File: config.mk
export PLATFORM = sky130hd
export DESIGN_NAME = scan_device_flat
export DESIGN_NICKNAME = d
export VERILOG_FILES = /design/src/scan_pkg.sv /design/src/scan_if.sv /design/src/scan_device.sv /design/src/sample_fifo.sv /design/src/flat_wrapper.sv
export SDC_FILE = /design/constraint.sdc
export NUM_CORES = 2
export LEC_CHECK = 0
export ABC_AREA = 1
export BUFFER_PORTS_ARGS = -buffer_cell sky130_fd_sc_hd__buf_2
export CORE_UTILIZATION = 68
export CTS_BUF_LIST = sky130_fd_sc_hd__clkbuf_8
export CTS_CLUSTER_SIZE = 40
export DETAILED_ROUTE_END_ITERATION = 6
export HOLD_SLACK_MARGIN = 0.03
export MAX_ROUTING_LAYER = met4
export PLACE_DENSITY_LB_ADDON = 0.05
export SKIP_CTS_REPAIR_TIMING = 1
export SYNTH_ARGS = -nofsm -noshare
export SYNTH_HDL_FRONTEND = slang
export SYNTH_HIERARCHICAL = 1
export SYNTH_SLANG_ARGS = --single-unit
File: constraint.sdc
create_clock -name clk -period 23.6 [get_ports clk]
set_input_delay 2.36 -clock clk [delete_from_list [all_inputs] [get_ports clk]]
set_output_delay 2.36 -clock clk [all_outputs]
set_load 0.02 [all_outputs]
File: src/scan_pkg.sv
package scan_pkg;
	localparam int NUM_CH = 8;
	localparam int DATA_W = 16;
	localparam int FIFO_DEPTH = 8;
	localparam int CLK_PERIOD_PS = 25000;
	// Slot time: fast cycle per-slot figure, normal cycle fixed total over nine slots
	localparam int SLOT_TIME_PS = 3300000;
	localparam int NORMAL_CYCLE_PS = 29700000;
	localparam int SLOT_CYCLES = SLOT_TIME_PS / CLK_PERIOD_PS;
	localparam int NORMAL_SLOT_CYCLES = NORMAL_CYCLE_PS / ((NUM_CH + 1) * CLK_PERIOD_PS);
	localparam int WDOG_CYCLES = 4 * SLOT_CYCLES;
	localparam logic [2:0] RANGE_BIP10 = 3'h0;
	localparam logic [2:0] RANGE_UNI10 = 3'h1;
	localparam logic [2:0] RANGE_UNI5 = 3'h2;
	localparam logic [2:0] RANGE_1_5 = 3'h3;
	localparam logic [2:0] RANGE_MA20 = 3'h4;
	localparam logic [2:0] RANGE_MA4_20 = 3'h5;
	localparam logic [2:0] REF_SLOT = 3'h7;
	localparam logic [2:0] FILTER_MAX = 3'h6;
	// Status bit positions
	localparam int ST_UNDER = 0;
	localparam int ST_OVER = 1;
	localparam int ST_CHAIN = 2;
	localparam int ST_TERM = 3;
	localparam int ST_WDOG = 4;
	localparam int ST_W = 5;
endpackage

File: src/scan_if.sv
`timescale 1ns/10ps
`default_nettype none
// Host-to-module link: per-channel config plus a sample stream back
interface scan_if;
	logic fast_mode;
	logic [7:0] in_use;
	logic [2:0] filter_sel;
	logic cfg_we;
	logic [2:0] cfg_ch;
	logic [2:0] cfg_range;
	logic signed [15:0] cfg_align;
	logic signed [15:0] cfg_low;
	logic signed [15:0] cfg_high;
	logic smp_valid;
	logic smp_ready;
	logic [2:0] smp_ch;
	logic signed [15:0] smp_value;
	logic [4:0] smp_status;
	logic cycle_done;
	modport dev (input fast_mode, in_use, filter_sel, cfg_we, cfg_ch, cfg_range, cfg_align, cfg_low, cfg_high,
		smp_ready, output smp_valid, smp_ch, smp_value, smp_status, cycle_done);
	modport host (output fast_mode, in_use, filter_sel, cfg_we, cfg_ch, cfg_range, cfg_align, cfg_low, cfg_high,
		smp_ready, input smp_valid, smp_ch, smp_value, smp_status, cycle_done);
endinterface
`default_nettype wire

File: src/scan_device.sv
`timescale 1ns/10ps
`default_nettype none
module scan_device (
	input wire logic clk,
	input wire logic reset_n,
	scan_if.dev link,
	output logic [2:0] mux_sel,
	output logic ref_sel,
	output logic [1:0] gain_sel,
	output logic conv_start,
	input wire logic conv_done,
	input wire logic signed [15:0] conv_data,
	input wire logic term_present,
	output logic fault
);
	typedef enum {S_IDLE, S_SETTLE, S_CONV, S_PUSH} state_t;
	state_t st_r, st_nxt;
	logic [2:0] slot_r, slot_nxt;
	logic ref_r, ref_nxt;
	logic [19:0] tmr_r, tmr_nxt;
	logic [19:0] wd_r, wd_nxt;
	logic [2:0] range_r [8];
	logic signed [15:0] align_r [8];
	logic signed [15:0] low_r [8];
	logic signed [15:0] high_r [8];
	logic signed [31:0] filt_r [8];
	logic signed [15:0] ref_off_r, ref_off_nxt;
	logic [2:0] mux_r, mux_nxt;
	logic [1:0] gain_r, gain_nxt;
	logic start_r, start_nxt, done_r, done_nxt, fault_r, fault_nxt;
	logic push;
	logic [4:0] stat;
	logic signed [15:0] corr, scaled, clamped;
	logic signed [31:0] filt_new;
	logic [23:0] fifo_in;
	logic fifo_ready, fifo_valid;
	logic [23:0] fifo_out;
	logic [3:0] shift;
	logic [2:0] nxt_ch, first_ch;
	logic found;
	logic signed [15:0] raw_r, raw_nxt;
	logic sent_r, sent_nxt;

	// Pick the next slot: normal visits every channel, fast only in-use ones, reference last
	always_comb begin
		nxt_ch = 3'h0;
		first_ch = 3'h0;
		found = 1'b0;
		for (int i = 7; i >= 0; i--) begin
			// Lowest eligible channel, searched from scratch for the start of a cycle
			if (!link.fast_mode || link.in_use[i]) begin
				first_ch = 3'(i);
			end
			if (i > int'(slot_r) && (!link.fast_mode || link.in_use[i])) begin
				nxt_ch = 3'(i);
				found = 1'b1;
			end
		end
	end

	// Corrections, filter, clamp for the channel just converted
	always_comb begin
		corr = raw_r - ref_off_r + align_r[slot_r];
		unique case (link.filter_sel)
			3'h1: shift = 4'h2;
			3'h2: shift = 4'h3;
			3'h3: shift = 4'h4;
			3'h4: shift = 4'h5;
			3'h5: shift = 4'h6;
			3'h6: shift = 4'h7;
			default: shift = 4'h0;
		endcase
		// Alpha = 1 - 2^-shift; shifts approximate the seven documented settings
		if (link.fast_mode || shift == 4'h0) begin
			filt_new = 32'(corr) <<< 8;
		end else begin
			filt_new = filt_r[slot_r] - (filt_r[slot_r] >>> shift) + ((32'(corr) <<< 8) >>> shift);
		end
		scaled = 16'(filt_new >>> 8);
		stat = '0;
		clamped = scaled;
		if (scaled < low_r[slot_r]) begin
			clamped = low_r[slot_r];
			stat[scan_pkg::ST_UNDER] = 1'b1;
		end else if (scaled > high_r[slot_r]) begin
			clamped = high_r[slot_r];
			stat[scan_pkg::ST_OVER] = 1'b1;
		end
		stat[scan_pkg::ST_TERM] = !term_present;
		stat[scan_pkg::ST_WDOG] = fault_r;
		fifo_in = {5'(stat), slot_r, clamped};
	end

	// Slot sequencer
	always_comb begin
		st_nxt = st_r;
		slot_nxt = slot_r;
		ref_nxt = ref_r;
		tmr_nxt = tmr_r + 20'h1;
		start_nxt = 1'b0;
		done_nxt = 1'b0;
		mux_nxt = mux_r;
		gain_nxt = gain_r;
		ref_off_nxt = ref_off_r;
		push = 1'b0;
		raw_nxt = raw_r;
		sent_nxt = sent_r;
		wd_nxt = (st_r == S_CONV) ? wd_r + 20'h1 : 20'h0;
		fault_nxt = fault_r || (wd_r == 20'(scan_pkg::WDOG_CYCLES));
		unique case (st_r)
			S_IDLE: begin
				st_nxt = S_SETTLE;
				ref_nxt = 1'b0;
				slot_nxt = first_ch;
				tmr_nxt = '0;
				if (link.fast_mode && link.in_use == 8'h00) begin
					ref_nxt = 1'b1;
				end
			end
			S_SETTLE: begin
				mux_nxt = slot_r;
				gain_nxt = ref_r ? 2'h0 : (range_r[slot_r] == scan_pkg::RANGE_BIP10 ? 2'h1 :
					(range_r[slot_r] >= scan_pkg::RANGE_MA20 ? 2'h2 : 2'h3));
				st_nxt = S_CONV;
				start_nxt = 1'b1;
				sent_nxt = 1'b0;
			end
			S_CONV: begin
				if (conv_done) begin
					// Converter data is only valid with the done strobe, so hold it here
					raw_nxt = conv_data;
					st_nxt = S_PUSH;
				end
				if (wd_r == 20'(scan_pkg::WDOG_CYCLES)) begin
					st_nxt = S_PUSH;
				end
			end
			S_PUSH: begin
				// One entry per channel slot, none for the reference slot; a full buffer stretches the slot until it is taken
				if (!sent_r) begin
					if (ref_r) begin
						ref_off_nxt = raw_r;
						sent_nxt = 1'b1;
					end else begin
						push = fifo_ready;
						sent_nxt = fifo_ready;
					end
				end
				if (tmr_r >= 20'(link.fast_mode ? scan_pkg::SLOT_CYCLES : scan_pkg::NORMAL_SLOT_CYCLES) - 20'h1
					&& sent_nxt) begin
					tmr_nxt = '0;
					st_nxt = S_SETTLE;
					if (ref_r) begin
						st_nxt = S_IDLE;
						done_nxt = 1'b1;
					end else if (found) begin
						slot_nxt = nxt_ch;
					end else begin
						ref_nxt = 1'b1;
					end
				end
			end
		endcase
	end

	always_ff @(posedge clk or negedge reset_n) begin
		if (!reset_n) begin
			st_r <= S_IDLE;
			slot_r <= '0;
			ref_r <= 1'b0;
			tmr_r <= '0;
			wd_r <= '0;
			mux_r <= '0;
			gain_r <= '0;
			start_r <= 1'b0;
			done_r <= 1'b0;
			fault_r <= 1'b0;
			ref_off_r <= '0;
			raw_r <= '0;
			sent_r <= 1'b0;
		end else begin
			st_r <= st_nxt;
			slot_r <= slot_nxt;
			ref_r <= ref_nxt;
			tmr_r <= tmr_nxt;
			wd_r <= wd_nxt;
			mux_r <= mux_nxt;
			gain_r <= gain_nxt;
			start_r <= start_nxt;
			done_r <= done_nxt;
			fault_r <= fault_nxt;
			ref_off_r <= ref_off_nxt;
			raw_r <= raw_nxt;
			sent_r <= sent_nxt;
		end
	end

	// Per-channel config and filter state; a write touches only its own channel
	always_ff @(posedge clk or negedge reset_n) begin
		if (!reset_n) begin
			for (int i = 0; i < 8; i++) begin
				range_r[i] <= scan_pkg::RANGE_BIP10;
				align_r[i] <= '0;
				low_r[i] <= 16'sh8000;
				high_r[i] <= 16'sh7fff;
				filt_r[i] <= '0;
			end
		end else begin
			if (link.cfg_we) begin
				range_r[link.cfg_ch] <= link.cfg_range;
				align_r[link.cfg_ch] <= link.cfg_align;
				low_r[link.cfg_ch] <= link.cfg_low;
				high_r[link.cfg_ch] <= link.cfg_high;
			end
			if (push) begin
				filt_r[slot_r] <= filt_new;
			end
		end
	end

	sample_fifo #(.WIDTH(24), .DEPTH(scan_pkg::FIFO_DEPTH)) u_fifo (
		.clk(clk),
		.reset_n(reset_n),
		.in_valid(push),
		.in_ready(fifo_ready),
		.in_data(fifo_in),
		.out_valid(fifo_valid),
		.out_ready(link.smp_ready),
		.out_data(fifo_out)
	);

	assign link.smp_valid = fifo_valid;
	assign link.smp_ch = fifo_out[18:16];
	assign link.smp_value = fifo_out[15:0];
	assign link.smp_status = fifo_out[23:19];
	assign link.cycle_done = done_r;
	assign mux_sel = mux_r;
	assign ref_sel = ref_r;
	assign gain_sel = gain_r;
	assign conv_start = start_r;
	assign fault = fault_r;
endmodule
`default_nettype wire

File: src/sample_fifo.sv
`timescale 1ns/10ps
`default_nettype none
module sample_fifo #(
	parameter int WIDTH = 24,
	parameter int DEPTH = 8
) (
	input wire logic clk,
	input wire logic reset_n,
	input wire logic in_valid,
	output logic in_ready,
	input wire logic [WIDTH-1:0] in_data,
	output logic out_valid,
	input wire logic out_ready,
	output logic [WIDTH-1:0] out_data
);
	localparam int AW = $clog2(DEPTH);
	logic [WIDTH-1:0] mem_r [DEPTH];
	logic [AW-1:0] wp_r, wp_nxt, rp_r, rp_nxt;
	logic [AW:0] cnt_r, cnt_nxt;
	logic push, pop;
	// Honest flags from the occupancy count
	always_comb begin
		in_ready = (cnt_r != (AW+1)'(DEPTH));
		out_valid = (cnt_r != '0);
		out_data = mem_r[rp_r];
		push = in_valid && in_ready;
		pop = out_valid && out_ready;
		wp_nxt = push ? wp_r + 1'b1 : wp_r;
		rp_nxt = pop ? rp_r + 1'b1 : rp_r;
		cnt_nxt = cnt_r + (AW+1)'(push) - (AW+1)'(pop);
	end
	always_ff @(posedge clk or negedge reset_n) begin
		if (!reset_n) begin
			wp_r <= '0;
			rp_r <= '0;
			cnt_r <= '0;
		end else begin
			wp_r <= wp_nxt;
			rp_r <= rp_nxt;
			cnt_r <= cnt_nxt;
		end
	end
	// Storage has no reset; only occupancy decides what is valid
	always_ff @(posedge clk) begin
		if (push) begin
			mem_r[wp_r] <= in_data;
		end
	end
endmodule
`default_nettype wire

File: src/flat_wrapper.sv
// flat-port wrapper written by rule: the top's interface ports become plain ports
module scan_device_flat 
  (clk, reset_n, mux_sel, ref_sel, gain_sel, conv_start, conv_done, conv_data, term_present, fault, link_fast_mode, link_in_use, link_filter_sel, link_cfg_we, link_cfg_ch, link_cfg_range, link_cfg_align, link_cfg_low, link_cfg_high, link_smp_ready, link_smp_valid, link_smp_ch, link_smp_value, link_smp_status, link_cycle_done);
  scan_if link_i ();
  input wire logic clk;
  input wire logic reset_n;
  output logic [2:0] mux_sel;
  output logic ref_sel;
  output logic [1:0] gain_sel;
  output logic conv_start;
  input wire logic conv_done;
  input wire logic signed [15:0] conv_data;
  input wire logic term_present;
  output logic fault;
  input wire logic [$bits(link_i.fast_mode)-1:0] link_fast_mode;
  input wire logic [$bits(link_i.in_use)-1:0] link_in_use;
  input wire logic [$bits(link_i.filter_sel)-1:0] link_filter_sel;
  input wire logic [$bits(link_i.cfg_we)-1:0] link_cfg_we;
  input wire logic [$bits(link_i.cfg_ch)-1:0] link_cfg_ch;
  input wire logic [$bits(link_i.cfg_range)-1:0] link_cfg_range;
  input wire logic [$bits(link_i.cfg_align)-1:0] link_cfg_align;
  input wire logic [$bits(link_i.cfg_low)-1:0] link_cfg_low;
  input wire logic [$bits(link_i.cfg_high)-1:0] link_cfg_high;
  input wire logic [$bits(link_i.smp_ready)-1:0] link_smp_ready;
  output wire logic [$bits(link_i.smp_valid)-1:0] link_smp_valid;
  output wire logic [$bits(link_i.smp_ch)-1:0] link_smp_ch;
  output wire logic [$bits(link_i.smp_value)-1:0] link_smp_value;
  output wire logic [$bits(link_i.smp_status)-1:0] link_smp_status;
  output wire logic [$bits(link_i.cycle_done)-1:0] link_cycle_done;
  assign link_i.fast_mode = link_fast_mode;
  assign link_i.in_use = link_in_use;
  assign link_i.filter_sel = link_filter_sel;
  assign link_i.cfg_we = link_cfg_we;
  assign link_i.cfg_ch = link_cfg_ch;
  assign link_i.cfg_range = link_cfg_range;
  assign link_i.cfg_align = link_cfg_align;
  assign link_i.cfg_low = link_cfg_low;
  assign link_i.cfg_high = link_cfg_high;
  assign link_i.smp_ready = link_smp_ready;
  assign link_smp_valid = link_i.smp_valid;
  assign link_smp_ch = link_i.smp_ch;
  assign link_smp_value = link_i.smp_value;
  assign link_smp_status = link_i.smp_status;
  assign link_cycle_done = link_i.cycle_done;
  scan_device u_core (.clk(clk), .reset_n(reset_n), .link(link_i), .mux_sel(mux_sel), .ref_sel(ref_sel), .gain_sel(gain_sel), .conv_start(conv_start), .conv_done(conv_done), .conv_data(conv_data), .term_present(term_present), .fault(fault));
endmodule
==> out/qor.yml <==
grt_pass1_vias: 40200
min_period_ns: 10.84
synth_top_flop_cell: "dfrtp_1"
post_synth_main_area_contributors: "dfrtp_1 33%, nand2_1 12%, edfxtp_1 12%, o21ai_0 9.3%, dfstp_2 6.9%"
clock_insertion_delay_worst_skew_ns: 0.83
grt_antenna_before_repair: 2
maxCapViolCount: 0
overflow: 0
synth-seq-area-share_pct: 51.3
worst_clk_skew_ns: 0.0608
post_drt_via_cell_ratio: 5.93
synth_warnings: 6
tightest_slew_ns: 1.23
fin_tns_setup_ns: 0
final_cell_mix: "1,539 x nand2_1, 901 x o21ai_0, 714 x inv_1"
die_h_um: 269
yosys_register_bits: 953
clock_slew_at_reported_path_ffs_ns: 0.06
worst-setup-path-type: "reg -> reg"
drive_above_1_share_pct: 10.5
cts.root.buffer_cell: "clkbuf_8"
ys_async_sr_fraction_pct: 79.9
worst_path_most_repeated_cell: "nand2_1"
final_antenna_net_count: 0
timing.hold.ws_ns: 0.477
timing_hold_violations_final: 0
post_synth_inst_count: 5846
ios: 122
detail_route.iter0.violations: 4211
mappedNetlistArea_sq_mm: 0.0486
number_of_buffers_created_by_cts: 152
critPathArrivalTime_ns: 11.33
core-area_sq_mm: 0.0704
setup.worst_path.end_class: "flip-flop"
relSlewSlack_pct: 15.7
fp-row-count: 97
clock-sinks: 953
path_max_fanout: 51
layout.cells.most_common: "nand2_1"
io_buffer_count: 121
cts_max_path_buffers: 3
areaGrowthSynthToFinish_pct: 8.45
post-synth-top-area-fraction_pct: 32.6
timing.final.max_slew_violations: 0
timing.hold.worst.class: "reg -> reg"
final_min_period_over_clock_period_pct: 45.9
yosys.area.top_type: "dfrtp_1"
timing.critical_path.required_ns: 24.09
dp_hpwl_um: 85000
synth_enable_flop_cells: 192
run_status: "completed"
worstSetupStartpointType: "flip-flop"
grt_setup_unrepaired: "no"
grt_first_pass_wirelength_um: 217000
drt-wirelength-per-cell_um: 19.6
synthDistinctLibCells: 70
worst_path_max_delay_cell: "a2111oi_0"
start_util_pct: 69.1
detail_route.drc_violations: 0
worst_path_largest_cell_delay_ns: 0.82
total_track_usage_pct: 39.1
final-setup-viol-count: 0
cts_tree: "done"
firstDrtPassIters: 7
postSynthAreaPerCell_sq_um: 8.32
routed-via-count: 41200
chipWidth_um: 269
htreeDepth: 4
maximum_clock_rate_ghz: 0.0922
finish.net_count: 6115
num-fill-cells: 5303
grt_start_max_net_pins: 107
fp.dieArea_sq_mm: 0.0726
gp_congestion: 0.997
routed_wl_um: 136000
-- layer usage --
layer,global-route usage (%),part of all wire [%]
met5,-,0
met4,15.2,3.3
met3,6.88,9.0
met2,61.0,47
met1,51.4,41
-- path summary, 6_finish.rpt --
path                                  startpoint                         to  slack [ns]  depth (start not counted)
min in group asynchronous                reset_n            u_core/tmr_r[4]        1.53                          1
worst min-delay path              u_core/wd_r[0]             u_core/wd_r[0]        0.48                          1
worst max-delay path            u_core/slot_r[2]  u_core/u_fifo/mem_r[4][1]       12.76                         41
worst min register to register    u_core/wd_r[0]             u_core/wd_r[0]        0.48                          1
worst max register to register  u_core/slot_r[2]  u_core/u_fifo/mem_r[4][1]       12.76                         41
max in group asynchronous                reset_n           u_core/low_r[58]       18.00                          5
-- worst max-delay path: cells and delay by family, from the launching register on --
family | cells | cell delay, ns
fa+ha+maj | 5 | 2.02
buf+inv | 5 | 1.79
compound gates | 12 | 2.85
flops | 1 | 0.77
simple gates | 17 | 2.52
mux | 1 | 0.16
xor+xnor | 1 | 0.37
-- synthesized netlist by cell type (all sizes together), types with 14 or more instances --
cell	count
a21oi	215
nor3	46
clkbuf	216
a22oi	64
inv	661
buf	105
a2111oi	31
mux2i	20
xor2	18
dfstp	128
or2	39
a31oi	36
o22ai	31
o211ai	44
nor4	15
o21ai	917
ha	93
nand2	1555
a211oi	14
dfrtp	633
fa	47
edfxtp	192
nand3	239
nor2	375
xnor2	14
-- area by class of cell --
type                            count  area, sq um  share of cell area (%)
Tap cell                          940         1180                    2.23
Inverter                          666         2510                    4.75
Clock inverter                    102          586                    1.11
Clock buffer                      170         2340                    4.44
Antenna cell                        2         5.00                 0.00949
Multi-Input combinational cell   3913        19900                    37.8
Timing Repair Buffer              201         1220                    2.31
Sequential cell                   953        25000                    47.3
-- logic make-up (layout without fill, tap and decap cells) --
group	after synthesis	count (layout)	share of synthesized area, %
muxes	24	24	0.504
other	1	10	0.00771
buffers and inverters	987	1139	8.05
DFF	953	953	51.3
xor gates and xnor gates	32	32	0.592
and+or+nand+nor	2290	2290	19.0
adders and majority gates	140	140	4.33
AOI/OAI and AO/OA	1419	1419	16.2
-- sequential cells by signal (all words and copies together), names as in the netlist, 2 cells and up --
register,cells
u_core/align_r,128
u_core/filt_r,256
u_core/gain_sel,2
u_core/high_r,128
u_core/low_r,128
u_core/mux_sel,3
u_core/range_r,24
u_core/raw_r,16
u_core/ref_off_r,16
u_core/slot_r,3
u_core/st_r,2
u_core/tmr_r,20
u_core/u_fifo/cnt_r,4
u_core/u_fifo/mem_r,192
u_core/u_fifo/rp_r,3
u_core/u_fifo/wp_r,3
u_core/wd_r,20
-- metrics by stage --
stage	utilization [%]	std cells	setup WS, ns	cell area (sq um)
6_report	74.9	6947	12.76	52800
3_3_place_gp	70.8	6673	13.29	49800
2_1_floorplan	-	5853	15.37	48700
4_1_cts	74.9	6945	12.95	52700
3_5_place_dp	70.8	6673	12.99	49800
5_1_grt	74.9	6947	12.00	52800
Power is left out: the tool's default activity adds up to more than one toggle a clock period on the data nets, which glitch-free logic cannot reach.
